## src/hw/bccc_pkg.sv

```systemverilog
// bccc_pkg: constants, types and helpers of the bridge chopper control
// assumes a single 125 MHz clock domain and a 32-bit apb register bus
package bccc_pkg;

	// clock and timing
	localparam int CLK_MHZ = 125;
	localparam int T_OFF_FIX_US = 30;
	localparam int T_BLANK_NS = 1000;
	localparam int OFF_FIX_CYC = T_OFF_FIX_US * CLK_MHZ;
	localparam int BLANK_CYC = (T_BLANK_NS * CLK_MHZ) / 1000;
	localparam int OFF_RES_DIV = 825;
	localparam int FAST_NUM = 5;
	localparam int FAST_SHIFT = 4;
	localparam int REF_DIV = 8;

	// register offsets, byte addresses
	localparam logic [7:0] REG_CTRL = 8'h00;
	localparam logic [7:0] REG_OFF_RES = 8'h04;
	localparam logic [7:0] REG_STATUS = 8'h08;
	localparam logic [7:0] REG_IRQ_STAT = 8'h0C;
	localparam logic [7:0] REG_IRQ_MASK = 8'h10;

	// reset values and field layout
	localparam logic [31:0] CTRL_RST = 32'h0000_0001;
	localparam int CTRL_DRIVE_EN = 0;
	localparam int OFF_RES_W = 18;
	localparam logic [OFF_RES_W-1:0] OFF_RES_RST = 18'h061A8;
	localparam logic [4:0] IRQ_MASK_RST = 5'h00;
	localparam int IRQ_W = 5;
	localparam int IRQ_SHORT = 0;
	localparam int IRQ_TRIP = 2;
	localparam int IRQ_FAULT = 4;

	// current level codes on the level pins
	localparam logic [1:0] LVL_100 = 2'h0;
	localparam logic [1:0] LVL_66 = 2'h1;
	localparam logic [1:0] LVL_33 = 2'h2;
	localparam logic [1:0] LVL_OFF = 2'h3;
	localparam logic [6:0] PCT_100 = 7'h64;
	localparam logic [6:0] PCT_66 = 7'h42;
	localparam logic [6:0] PCT_33 = 7'h21;

	typedef enum logic [3:0] {
		ST_IDLE = 4'h1,
		ST_ON = 4'h2,
		ST_FAST = 4'h4,
		ST_SLOW = 4'h8
	} bccc_state_t;

	// gate drive of one full-bridge, high = transistor on
	typedef struct packed {
		logic src_a;
		logic snk_a;
		logic src_b;
		logic snk_b;
	} bccc_gate_t;

	// digital view of one bridge's sense terminal
	typedef struct packed {
		logic trip;
		logic zero;
		logic gnd_short;
	} bccc_sense_t;

	// percentage of full-scale trip for a level code, 0 when disabled
	function automatic logic [6:0] bccc_lvl_pct(input logic [1:0] lvl);
		case (lvl)
			LVL_100: bccc_lvl_pct = PCT_100;
			LVL_66: bccc_lvl_pct = PCT_66;
			LVL_33: bccc_lvl_pct = PCT_33;
			default: bccc_lvl_pct = 7'h00;
		endcase
	endfunction

endpackage

```

## src/hw/bccc_bridge.sv

```systemverilog
// bccc_bridge: fixed off-time chopper of one full-bridge
// assumes all inputs already synchronised to pclk
`timescale 1ns/1ns
module bccc_bridge
	import bccc_pkg::*;
#(
	parameter int CW = 16,
	parameter int BW = 8
) (
	input wire logic pclk,
	input wire logic presetn,
	input wire logic run,
	input wire logic wake_edge,
	input wire logic phase,
	input wire logic [1:0] level,
	input wire bccc_sense_t sense,
	input wire logic [CW-1:0] off_cyc,
	input wire logic [CW-1:0] fast_cyc,
	output bccc_gate_t gate_reg,
	output logic [6:0] pct_reg,
	output logic short_reg,
	output logic trip_evt,
	output bccc_state_t st_reg
);

	generate
		if (BLANK_CYC < 1 || BLANK_CYC >= (1 << BW) || CW < 12)
			$error("bccc_bridge: counter widths too small");
	endgenerate

	bccc_state_t st_next;
	logic [BW-1:0] blank_reg;
	logic [CW-1:0] off_reg;
	logic phase_d_reg;
	logic zc_reg;
	logic go, blank_done, decay, decay_next;

	// disabled level code or a latched short parks the bridge
	assign go = run && !short_reg && level != LVL_OFF;
	assign blank_done = blank_reg == '0;
	assign decay = st_reg == ST_FAST || st_reg == ST_SLOW;
	assign decay_next = st_next == ST_FAST || st_next == ST_SLOW;
	assign trip_evt = st_reg == ST_ON && st_next == ST_FAST;

	// chopping sequence
	always_comb begin
		st_next = st_reg;
		case (st_reg)
			ST_IDLE: if (go) st_next = ST_ON;
			ST_ON: begin
				if (!go || (blank_done && sense.gnd_short))
					st_next = ST_IDLE;
				else if (blank_done && sense.trip)
					st_next = ST_FAST;
			end
			// >= so an off-time shortened mid-decay cannot wrap the counter
			ST_FAST: begin
				if (!go)
					st_next = ST_IDLE;
				else if (off_reg >= off_cyc)
					st_next = ST_ON;
				else if (off_reg >= fast_cyc)
					st_next = ST_SLOW;
			end
			ST_SLOW: begin
				if (!go)
					st_next = ST_IDLE;
				else if (off_reg >= off_cyc)
					st_next = ST_ON;
			end
			default: st_next = ST_IDLE;
		endcase
	end

	always_ff @(posedge pclk or negedge presetn) begin
		if (!presetn)
			st_reg <= ST_IDLE;
		else
			st_reg <= st_next;
	end

	// blanking reloads on each switch into the on-phase
	always_ff @(posedge pclk or negedge presetn) begin
		if (!presetn) begin
			blank_reg <= '0;
			phase_d_reg <= 1'b0;
		end else begin
			phase_d_reg <= phase;
			if (st_next == ST_ON && (st_reg != ST_ON || phase != phase_d_reg))
				blank_reg <= BW'(BLANK_CYC - 1);
			else if (!blank_done)
				blank_reg <= blank_reg - 1'b1;
		end
	end

	// off-time counter, one count per decay cycle
	always_ff @(posedge pclk or negedge presetn) begin
		if (!presetn)
			off_reg <= '0;
		else if (decay_next && !decay)
			off_reg <= CW'(1);
		else if (decay_next)
			off_reg <= off_reg + 1'b1;
		else
			off_reg <= '0;
	end

	// short to ground stays latched until the next wake-up; set wins
	always_ff @(posedge pclk or negedge presetn) begin
		if (!presetn)
			short_reg <= 1'b0;
		else if (st_reg == ST_ON && blank_done && sense.gnd_short && run)
			short_reg <= 1'b1;
		else if (wake_edge)
			short_reg <= 1'b0;
	end

	// zero crossing ends rectification for the rest of the off-time
	always_ff @(posedge pclk or negedge presetn) begin
		if (!presetn)
			zc_reg <= 1'b0;
		else if (decay && sense.zero)
			zc_reg <= 1'b1;
		else if (!decay)
			zc_reg <= 1'b0;
	end

	// gate pattern per state; phase high drives a to b
	always_ff @(posedge pclk or negedge presetn) begin
		if (!presetn) begin
			gate_reg <= '0;
			pct_reg <= 7'h00;
		end else begin
			pct_reg <= bccc_lvl_pct(level);
			gate_reg <= '0;
			case (st_reg)
				ST_ON: gate_reg <= phase ? 4'h9 : 4'h6;
				ST_FAST: if (!zc_reg)
					gate_reg <= phase ? 4'h6 : 4'h9;
				ST_SLOW: if (!zc_reg)
					gate_reg <= 4'h5;
				default: gate_reg <= '0;
			endcase
		end
	end
endmodule // bccc_bridge

```

## src/hw/bccc_top.sv

```systemverilog
// bccc_top: two-bridge current chopper control with apb registers
// assumes pins arrive asynchronously and pclk runs at 125 MHz
//
// Register access over APB and the register offsets were left to the implementer.
`timescale 1ns/1ns
module bccc_top
	import bccc_pkg::*;
#(
	parameter int CW = 16
) (
	input wire logic pclk,
	input wire logic presetn,
	input wire logic [7:0] paddr,
	input wire logic psel,
	input wire logic penable,
	input wire logic pwrite,
	input wire logic [31:0] pwdata,
	input wire logic [3:0] pstrb,
	output logic [31:0] prdata,
	output logic pready,
	output logic pslverr,
	input wire logic awake_pin,
	input wire logic [1:0] phase_pin,
	input wire logic [3:0] level_pin,
	input wire bccc_sense_t [1:0] sense_pin,
	input wire logic off_time_set_pin,
	input wire logic overtemp_pin,
	input wire logic sink_gate_supply,
	input wire logic source_gate_reservoir,
	input wire logic supply_lockout,
	output bccc_gate_t [1:0] gate_out,
	output logic [1:0][6:0] trip_pct,
	output logic pump_en,
	output logic regulator_en,
	output logic seq_home,
	output logic irq
);

	localparam int SW = 18;

	generate
		if (CW < 16)
			$error("bccc_top: off-time counter narrower than 16 bits");
	endgenerate

	// byte-lane mask from apb strobes
	function automatic logic [31:0] lane_mask(input logic [3:0] strb);
		lane_mask = {{8{strb[3]}}, {8{strb[2]}}, {8{strb[1]}}, {8{strb[0]}}};
	endfunction

	function automatic logic addr_ok(input logic [7:0] a);
		addr_ok = a == REG_CTRL || a == REG_OFF_RES || a == REG_STATUS ||
			a == REG_IRQ_STAT || a == REG_IRQ_MASK;
	endfunction

	logic [SW-1:0] raw, sync1_reg, sync2_reg;
	logic awake, ot, sg_fault, res_uv, lock, strapped;
	logic [1:0] phase;
	logic [3:0] level;
	bccc_sense_t [1:0] sense;
	logic awake_d_reg, wake_edge, fault_any, run;
	logic [31:0] ctrl_reg;
	logic [OFF_RES_W-1:0] off_res_reg;
	logic [IRQ_W-1:0] irq_stat_reg, irq_stat_next, irq_mask_reg, irq_evt;
	logic [CW-1:0] off_cyc_reg, fast_cyc_reg;
	logic [1:0] short_l, trip_e;
	bccc_state_t [1:0] st;
	logic wr_en, rd_setup, fault_d_reg;
	logic [31:0] wmask, status_word;

	// two-stage synchroniser for every pin input
	assign raw = {awake_pin, phase_pin, level_pin, sense_pin,
		off_time_set_pin, overtemp_pin, sink_gate_supply,
		source_gate_reservoir, supply_lockout};

	always_ff @(posedge pclk or negedge presetn) begin
		if (!presetn) begin
			sync1_reg <= '0;
			sync2_reg <= '0;
		end else begin
			sync1_reg <= raw;
			sync2_reg <= sync1_reg;
		end
	end

	assign {awake, phase, level, sense, strapped, ot, sg_fault, res_uv,
		lock} = sync2_reg;

	// wake-up edge clears latched shorts
	always_ff @(posedge pclk or negedge presetn) begin
		if (!presetn)
			awake_d_reg <= 1'b0;
		else
			awake_d_reg <= awake;
	end
	assign wake_edge = awake && !awake_d_reg;

	// any fault or sleep removes the run permission of both bridges
	assign fault_any = ot || res_uv || sg_fault || lock;
	assign run = !fault_any && awake && ctrl_reg[CTRL_DRIVE_EN];

	// sleep stops pump and regulator; lockout homes the sequencer
	always_ff @(posedge pclk or negedge presetn) begin
		if (!presetn) begin
			pump_en <= 1'b0;
			regulator_en <= 1'b0;
			seq_home <= 1'b1;
		end else begin
			pump_en <= awake;
			regulator_en <= awake && !lock;
			seq_home <= lock;
		end
	end

	// off-time: strap gives the fixed value, else ohms over 825 in us;
	// registered so the divider stays off the chopping path
	always_ff @(posedge pclk or negedge presetn) begin
		if (!presetn) begin
			off_cyc_reg <= CW'(OFF_FIX_CYC);
			fast_cyc_reg <= CW'((OFF_FIX_CYC * FAST_NUM) >> FAST_SHIFT);
		end else begin
			if (strapped)
				off_cyc_reg <= CW'(OFF_FIX_CYC);
			else
				off_cyc_reg <= CW'((32'(off_res_reg) * 32'(CLK_MHZ))
					/ 32'(OFF_RES_DIV));
			fast_cyc_reg <= CW'((32'(off_cyc_reg) * 32'(FAST_NUM))
				>> FAST_SHIFT);
		end
	end

	// two bridge choppers; a tiny resistor still yields a usable count
	genvar gi;
	generate
		for (gi = 0; gi < 2; gi++) begin : g_br
			bccc_bridge #(
				.CW(CW),
				.BW(8)
			) u_br (
				.pclk(pclk),
				.presetn(presetn),
				.run(run),
				.wake_edge(wake_edge),
				.phase(phase[gi]),
				.level(level[2*gi +: 2]),
				.sense(sense[gi]),
				.off_cyc(off_cyc_reg < CW'(2) ? CW'(2) : off_cyc_reg),
				.fast_cyc(fast_cyc_reg == '0 ? CW'(1) : fast_cyc_reg),
				.gate_reg(gate_out[gi]),
				.pct_reg(trip_pct[gi]),
				.short_reg(short_l[gi]),
				.trip_evt(trip_e[gi]),
				.st_reg(st[gi])
			);
		end
	endgenerate

	// apb: zero wait states, error on unmapped address
	assign pready = 1'b1;
	assign pslverr = psel && penable && !addr_ok(paddr);
	assign wr_en = psel && penable && pwrite && addr_ok(paddr);
	assign rd_setup = psel && !penable && !pwrite;
	assign wmask = lane_mask(pstrb);

	always_ff @(posedge pclk or negedge presetn) begin
		if (!presetn) begin
			ctrl_reg <= CTRL_RST;
			off_res_reg <= OFF_RES_RST;
			irq_mask_reg <= IRQ_MASK_RST;
		end else if (wr_en) begin
			if (paddr == REG_CTRL)
				ctrl_reg <= (ctrl_reg & ~wmask) | (pwdata & wmask & 32'h1);
			if (paddr == REG_OFF_RES)
				off_res_reg <= OFF_RES_W'((32'(off_res_reg) & ~wmask) |
					(pwdata & wmask));
			if (paddr == REG_IRQ_MASK)
				irq_mask_reg <= IRQ_W'((32'(irq_mask_reg) & ~wmask) |
					(pwdata & wmask));
		end
	end

	// sticky events, write one to clear; a new event beats the clear
	always_ff @(posedge pclk or negedge presetn) begin
		if (!presetn)
			fault_d_reg <= 1'b0;
		else
			fault_d_reg <= fault_any;
	end

	always_comb begin
		irq_evt = '0;
		irq_evt[IRQ_SHORT +: 2] = short_l;
		irq_evt[IRQ_TRIP +: 2] = trip_e;
		irq_evt[IRQ_FAULT] = fault_any && !fault_d_reg;
		irq_stat_next = irq_stat_reg;
		if (wr_en && paddr == REG_IRQ_STAT)
			irq_stat_next = irq_stat_reg & ~IRQ_W'(pwdata & wmask);
		irq_stat_next = irq_stat_next | irq_evt;
	end

	always_ff @(posedge pclk or negedge presetn) begin
		if (!presetn) begin
			irq_stat_reg <= '0;
			irq <= 1'b0;
		end else begin
			irq_stat_reg <= irq_stat_next;
			irq <= |(irq_stat_next & irq_mask_reg);
		end
	end

	// status word: live faults, latches and chopper states
	assign status_word = {16'h0000, st[1], st[0], short_l, !awake, lock,
		res_uv, sg_fault, ot, fault_any};

	// read data is captured in the setup cycle
	always_ff @(posedge pclk or negedge presetn) begin
		if (!presetn)
			prdata <= 32'h0000_0000;
		else if (rd_setup) begin
			case (paddr)
				REG_CTRL: prdata <= ctrl_reg;
				REG_OFF_RES: prdata <= 32'(off_res_reg);
				REG_STATUS: prdata <= status_word;
				REG_IRQ_STAT: prdata <= 32'(irq_stat_reg);
				REG_IRQ_MASK: prdata <= 32'(irq_mask_reg);
				default: prdata <= 32'h0000_0000;
			endcase
		end
	end
endmodule // bccc_top

```

## config.mk

```make
export PLATFORM = sky130hd
export DESIGN_NAME = bccc_top
export DESIGN_NICKNAME = d
export VERILOG_FILES = /design/src/hw/bccc_pkg.sv /design/src/hw/bccc_bridge.sv /design/src/hw/bccc_top.sv
export SDC_FILE = /design/constraint.sdc
export NUM_CORES = 1
export LEC_CHECK = 0
export BUFFER_PORTS_ARGS = -buffer_cell sky130_fd_sc_hd__buf_2
export CELL_PAD_IN_SITES_DETAIL_PLACEMENT = 0
export CELL_PAD_IN_SITES_GLOBAL_PLACEMENT = 1
export CORE_ASPECT_RATIO = 0.8
export CORE_UTILIZATION = 49
export CTS_BUF_LIST = sky130_fd_sc_hd__clkbuf_16
export CTS_CLUSTER_SIZE = 28
export DETAILED_ROUTE_END_ITERATION = 12
export PLACE_DENSITY = 0.8
export RECOVER_POWER = 100
export SLEW_MARGIN = 30
export SYNTH_ARGS = -nofsm -noshare
export SYNTH_HDL_FRONTEND = slang
export SYNTH_SLANG_ARGS = --single-unit
export TNS_END_PERCENT = 1
```

## constraint.sdc

```tcl
create_clock -name pclk -period 20.4 [get_ports pclk]
set_input_delay 3.06 -clock pclk [delete_from_list [all_inputs] [get_ports pclk]]
set_output_delay 3.06 -clock pclk [all_outputs]
set_load 0.005 [all_outputs]
```

* Yosys cells after proc, flatten, opt, wreduce, memory -nomap -nowiden
Index checks and enable logic that the tools add are counted.
** Storage, ports and cells
- Register bits after elaboration :: 248
- Input port bits :: 67
- Output and inout port bits :: 60
- Logic and storage cells :: 217
** Cells by class
- Add/sub/neg operators :: 4
- $mul :: 2
- Divide/modulo/power cells :: 1
- Order comparisons :: 5
- Eq/ne operators :: 32
- Muxes and demuxes :: 50
- Bitwise gates (word level) :: 12
- Reduce and logical (&&, ||, !) cells :: 75
** Operators with widths (number)
- 32-bit case mux with 5 select lines :: 1
- 16-bit 2-to-1 mux :: 6
- 4-bit 2-to-1 mux :: 22
- 7-bit case mux with 3 select lines :: 2
- 18-bit AND :: 2
- 1-bit logical AND :: 34
- 16-bit by 1-bit adder with 16-bit output, second input constant :: 2
- 32-bit AND :: 1
- 25-bit by 10-bit divider with 32-bit output, second input constant :: 1
- 16-bit by 15-bit greater-or-equal comparator with 1-bit output :: 2
- 16-bit greater-or-equal comparator :: 2
- 8-bit 2-to-1 mux :: 4
- 32-bit inverter :: 1
- 32-bit by 1-bit OR with 32-bit output :: 1
- 4-bit case mux with 4 select lines :: 2
- 18-bit by 7-bit multiplier with 25-bit output, second input constant :: 1
- 8-bit logical NOT :: 3
- 4-bit case mux with 3 select lines :: 2
- 16-bit by 3-bit multiplier with 19-bit output, second input constant :: 1
- 18-bit OR :: 1
- 4-bit by 2-bit == test with 1-bit output, second input constant :: 4
- 4-bit by 3-bit == test with 1-bit output, second input constant :: 4
- 4-bit == test, second input constant :: 4
- 8-bit by 4-bit == test with 1-bit output, second input constant :: 2
- 24 further kinds :: 76

* Logic depth before layout (Yosys ltp)
- Word-level depth :: 17
- Mapped depth :: 72
- Depth with buffers taken out :: 63

* Modules after synthesis
From an unflattened synthesis, not the netlist that was laid out.
** Unflattened totals
- Cells, all modules :: 2562
- Area total of the unflattened synthesis :: 22201.3 um^2
** Modules (own cells, without submodules)
- bccc_top :: instances 1, cells each 1938, area each 16706.0 um^2, sequential area each 4129.0 um^2
- bccc_bridge :: instances 2, cells each 312, area each 2747.6 um^2, sequential area each 1002.2 um^2

* Worst setup path after synthesis
No wires, ideal clock.
- Path kind :: reg2reg
- Start :: register with a tool-made name
- End :: register off_cyc_reg[0]
- Setup time :: 101 ps
- Arrival time :: 16139 ps
- Data required time :: 20299 ps
- Setup slack :: 4161 ps
- Cell stages (with the launch flop) :: 68
- Path buffers :: 6
- Period minus slack after synthesis :: 16239 ps
- Cell sequence :: dfstp_2 > inv_1 > fa_1 > fa_1 > fa_1 > fa_1 > inv_1 > ha_1 > buf_2 > a21oi_1 > o21ai_0 > o21bai_2 > o32a_2 > xor2_1 > nor3_2 > a211oi_4 > a21oi_2 > a41oi_1 > [32 not listed] > buf_6 > nor3_2 > xor2_2 > a311oi_2 > o31a_4 > maj3_2 > a21oi_2 > o31ai_4 > a21oi_4 > xnor2_2 > ha_1 > nor2_1 > a21oi_1 > nand4_1 > a21oi_1 > nor3b_1 > or2_2 > o32ai_1
** RTL lines
- to (signal assigned) :: line bccc_top.sv:119 : off_cyc_reg <= CW'(OFF_FIX_CYC);
- to (signal assigned) :: line bccc_top.sv:123 : off_cyc_reg <= CW'(OFF_FIX_CYC);
- to (signal assigned) :: line bccc_top.sv:125 : off_cyc_reg <= CW'((32'(off_res_reg) * 32'(CLK_MHZ))
- to (decl) :: line bccc_top.sv:65 : logic [CW-1:0] off_cyc_reg, fast_cyc_reg;

==> flow_summary.yaml <==
clock_network:
  cts_made_buffers: 26
  cts_sinks: 244
  clockBufferDepth: 3
  clockRootBuffer: "clkbuf_16"
  clk_pin_slew_ps: 60
  h-tree-depth: 1
  insertion_delay_ps: 550
  cts_tree: "built"
global_route:
  grt-ovfl-total: 0
  grt_pass1_vias: 17819
  use_met1_pct: 35.0
  grt_use_met3_pct: 2.39
  grt_pass1_wl_mm: 92.0
  gr-max-usage-layer: "met2"
  track_usage_pct: 24.5
  grt_max_degree: 95
  antenna_found_initial: 1
  grtUsageMet2_pct: 40.6
die:
  pin_count: 127
  core_area_mm2: 0.0435
  rows: 68
  die-area_mm2: 0.0452
  die_w_um: 237
  die_h_um: 190
  start_util_pct: 50.0
status:
  status: "finished with violations"
  violations: "capacitance limit, slew limit"
logic_synthesis:
  synthArstFlopShare_pct: 100
  yosys.area.top_type_share_pct: 25.6
  synthDistinctLibCells: 145
  syn_inst: 2421
  synthTopCellsByArea: "dfrtp_1 (26%), ha_1 (8.7%), fa_1 (5.8%), nand2_1 (3.8%), xnor2_1 (3.4%)"
  seq_area_frac_synth_pct: 28.2
  ys_seq_elements: 244
  synth_ff_type: "dfrtp_1"
  synth_common_cells: "dfrtp_1 (222), nand2_1 (220), nor2_1 (195), inv_1 (164), ha_1 (152)"
  synth_area_mm2: 0.0217
  syn_area_per_cell_um2: 8.98
  synth_top_area_cell: "dfrtp_1"
  synth_enable_flop_cells: 0
  ys.warnings.count: 0
  yosysMostFrequentCell: "dfrtp_1"
placement:
  gp_congestion: 0.883
  placed_cell_area_mm2: 0.0228
  dpl.cell_count: 3078
  io_buffer_count: 107
  place_hpwl_mm: 43.7
timing:
  worst_pin_slew_ps: 4960
  timing.fmax_mhz: 52.5
  drv_slew: 265
  slew_headroom_pct: -231
  setup_tns_ps: 0
  finalHoldViolCount: 0
  whs_ps: 347
  period_minus_slack_ps: 19040
  setup_viol: 0
  fin_crit_sh_pct: 93.3
  fin_worst_skew_ps: 24.4
routing:
  vias_per_cell: 5.90
  initialDrtViolationCount: 1230
  drtAntennaViolNets: 0
  wl_per_cell_um: 17.8
  dr.pass1.iters: 8
  routed_wl_mm: 55.6
  vias: 18460
  drc: 0
worst_setup_path:
  cpMaxStageDelayCell: "dfstp_2"
  worstSetupEndpointType: "register"
  required_ps: 20780
  max_stage_delay_ps: 640
  crit_type: "reg2reg"
  cp-start-kind: "register"
  crit_arrival_ps: 19420
  path_common_cell: "fa_1"
  critical_path.max_fanout: 15
flow_run:
  max_cap_viol_count: 4
pwr:
  ir_worst_vdd_v: 0.0000603
  leakagePower_nw: 10.6
  powerDensity_mw_per_mm2: 52.3
layout:
  num-nets-final: 2796
  finalNonFillerCells: 3131
  final_design_area_no_fill_mm2: 0.0237
  drive_above_1_share_pct: 13.0
  synthToLayoutAreaGrowth_pct: 8.87
worst_hold_path:
  hold_class: "reg2reg"
==> placed cells by master, fill, tap and decap left out, types with 26 or more instances in the layout <==
cell	n
a21o_1	30
xnor2_1	84
mux2i_1	29
fa_1	63
nor3_1	56
nand3_1	68
nand2b_1	38
o211ai_1	31
o21ai_0	104
a21oi_1	135
dfrtp_1	222
and3_1	33
clkbuf_1	42
inv_1	169
nand2_1	220
nor2b_1	29
and2_1	33
clkbuf_16	26
buf_2	69
ha_1	152
mux2_2	42
xor2_1	45
nor2_1	194
==> timing repair <==
| item | CTS | global route |
|---|---|---|
| endpoints found under the setup margin | 0 | 2 |
| buffers inserted | 0 | 2 |
| hold buffers | 0 | 0 |
| resized for setup | 0 | 12 |
==> cells by family after synthesis <==
| kind of cell | Yosys count | synth area share, % |
|---|---|---|
| and+or+nand+nor | 838 | 19.6 |
| AOI/OAI and AO/OA | 662 | 22.8 |
| DFF | 244 | 28.2 |
| buffers and inverters | 236 | 4.70 |
| adders and majority gates | 226 | 15.1 |
| xor gates and xnor gates | 136 | 5.69 |
| muxes | 77 | 3.91 |
| other | 2 | 0.0345 |
==> metal layers <==
| metal | share of wire (%) | vias to the layer above | wire length, um |
|---|---|---|---|
| li1 | - | 8971 | - |
| met2 | 47 | 405 | 25900 |
| met3 | 3.9 | 56 | 2190 |
| met4 | 1.4 | 0 | 787 |
| met5 | 0 | - | 0 |
| met1 | 48 | 9028 | 26700 |
==> area by class of cell <==
class                      count  area [um2]
sequential                   244        6130
inverter                     164         616
multi-input combinational   1944       14700
antenna                        2        5.00
clock inverter                22         174
tap                          595         744
clock buffer                  26         651
timing repair buffer         134         676
fill                        3971       19800
==> power breakdown <==
part / leakage (nW) / internal, mW / total (mW) / switching, mW
registers: 3.20 / 0.499 / 0.509 / 0.0102
logic: 6.97 / 0.104 / 0.274 / 0.170
clock network: 0.424 / 0.258 / 0.455 / 0.197
total: 10.6 / 0.861 / 1.24 / 0.377
==> worst max-delay path, delay by kind of cell (launching register included) <==
family / cells / cell delay (ps)
buffers and inverters: 3 / 400
adder cells (fa/ha/maj): 7 / 3090
AND/OR/NAND/NOR: 15 / 3970
flip-flops: 1 / 640
multiplexers: 3 / 700
AO/OA/AOI/OAI: 32 / 9470
XOR/XNOR: 2 / 540
==> through the flow <==
stage / power, mW / utilization, % / setup WS, ps
5_1_grt: 1.30 / 54.4 / -3.12
3_5_place_dp: 0.789 / 52.5 / 1100
6_report: 1.24 / 54.4 / 1360
3_3_place_gp: 0.782 / 52.5 / 1300
2_1_floorplan: 0.716 / - / 4160
4_1_cts: 1.25 / 54.4 / 990
==> path summary, 6_finish.rpt <==
path | start | endpoint | slack [ps] | depth (start not counted)
min reg2reg | sync1_reg[13]$_DFF_PN0_ | sync2_reg[13]$_DFF_PN0_ | 350 | 0
min | sync1_reg[13]$_DFF_PN0_ | sync2_reg[13]$_DFF_PN0_ | 350 | 0
max reg2reg | register | off_cyc_reg[0]$_DFF_PN0_ | 1360 | 62
min in group asynchronous | presetn | sync2_reg[13]$_DFF_PN0_ | 4280 | 1
max in group asynchronous | presetn | fast_cyc_reg[2]$_DFF_PN0_ | 10420 | 2
max | register | off_cyc_reg[0]$_DFF_PN0_ | 1360 | 62
No activity file was read; power rests on OpenSTA's default activity.
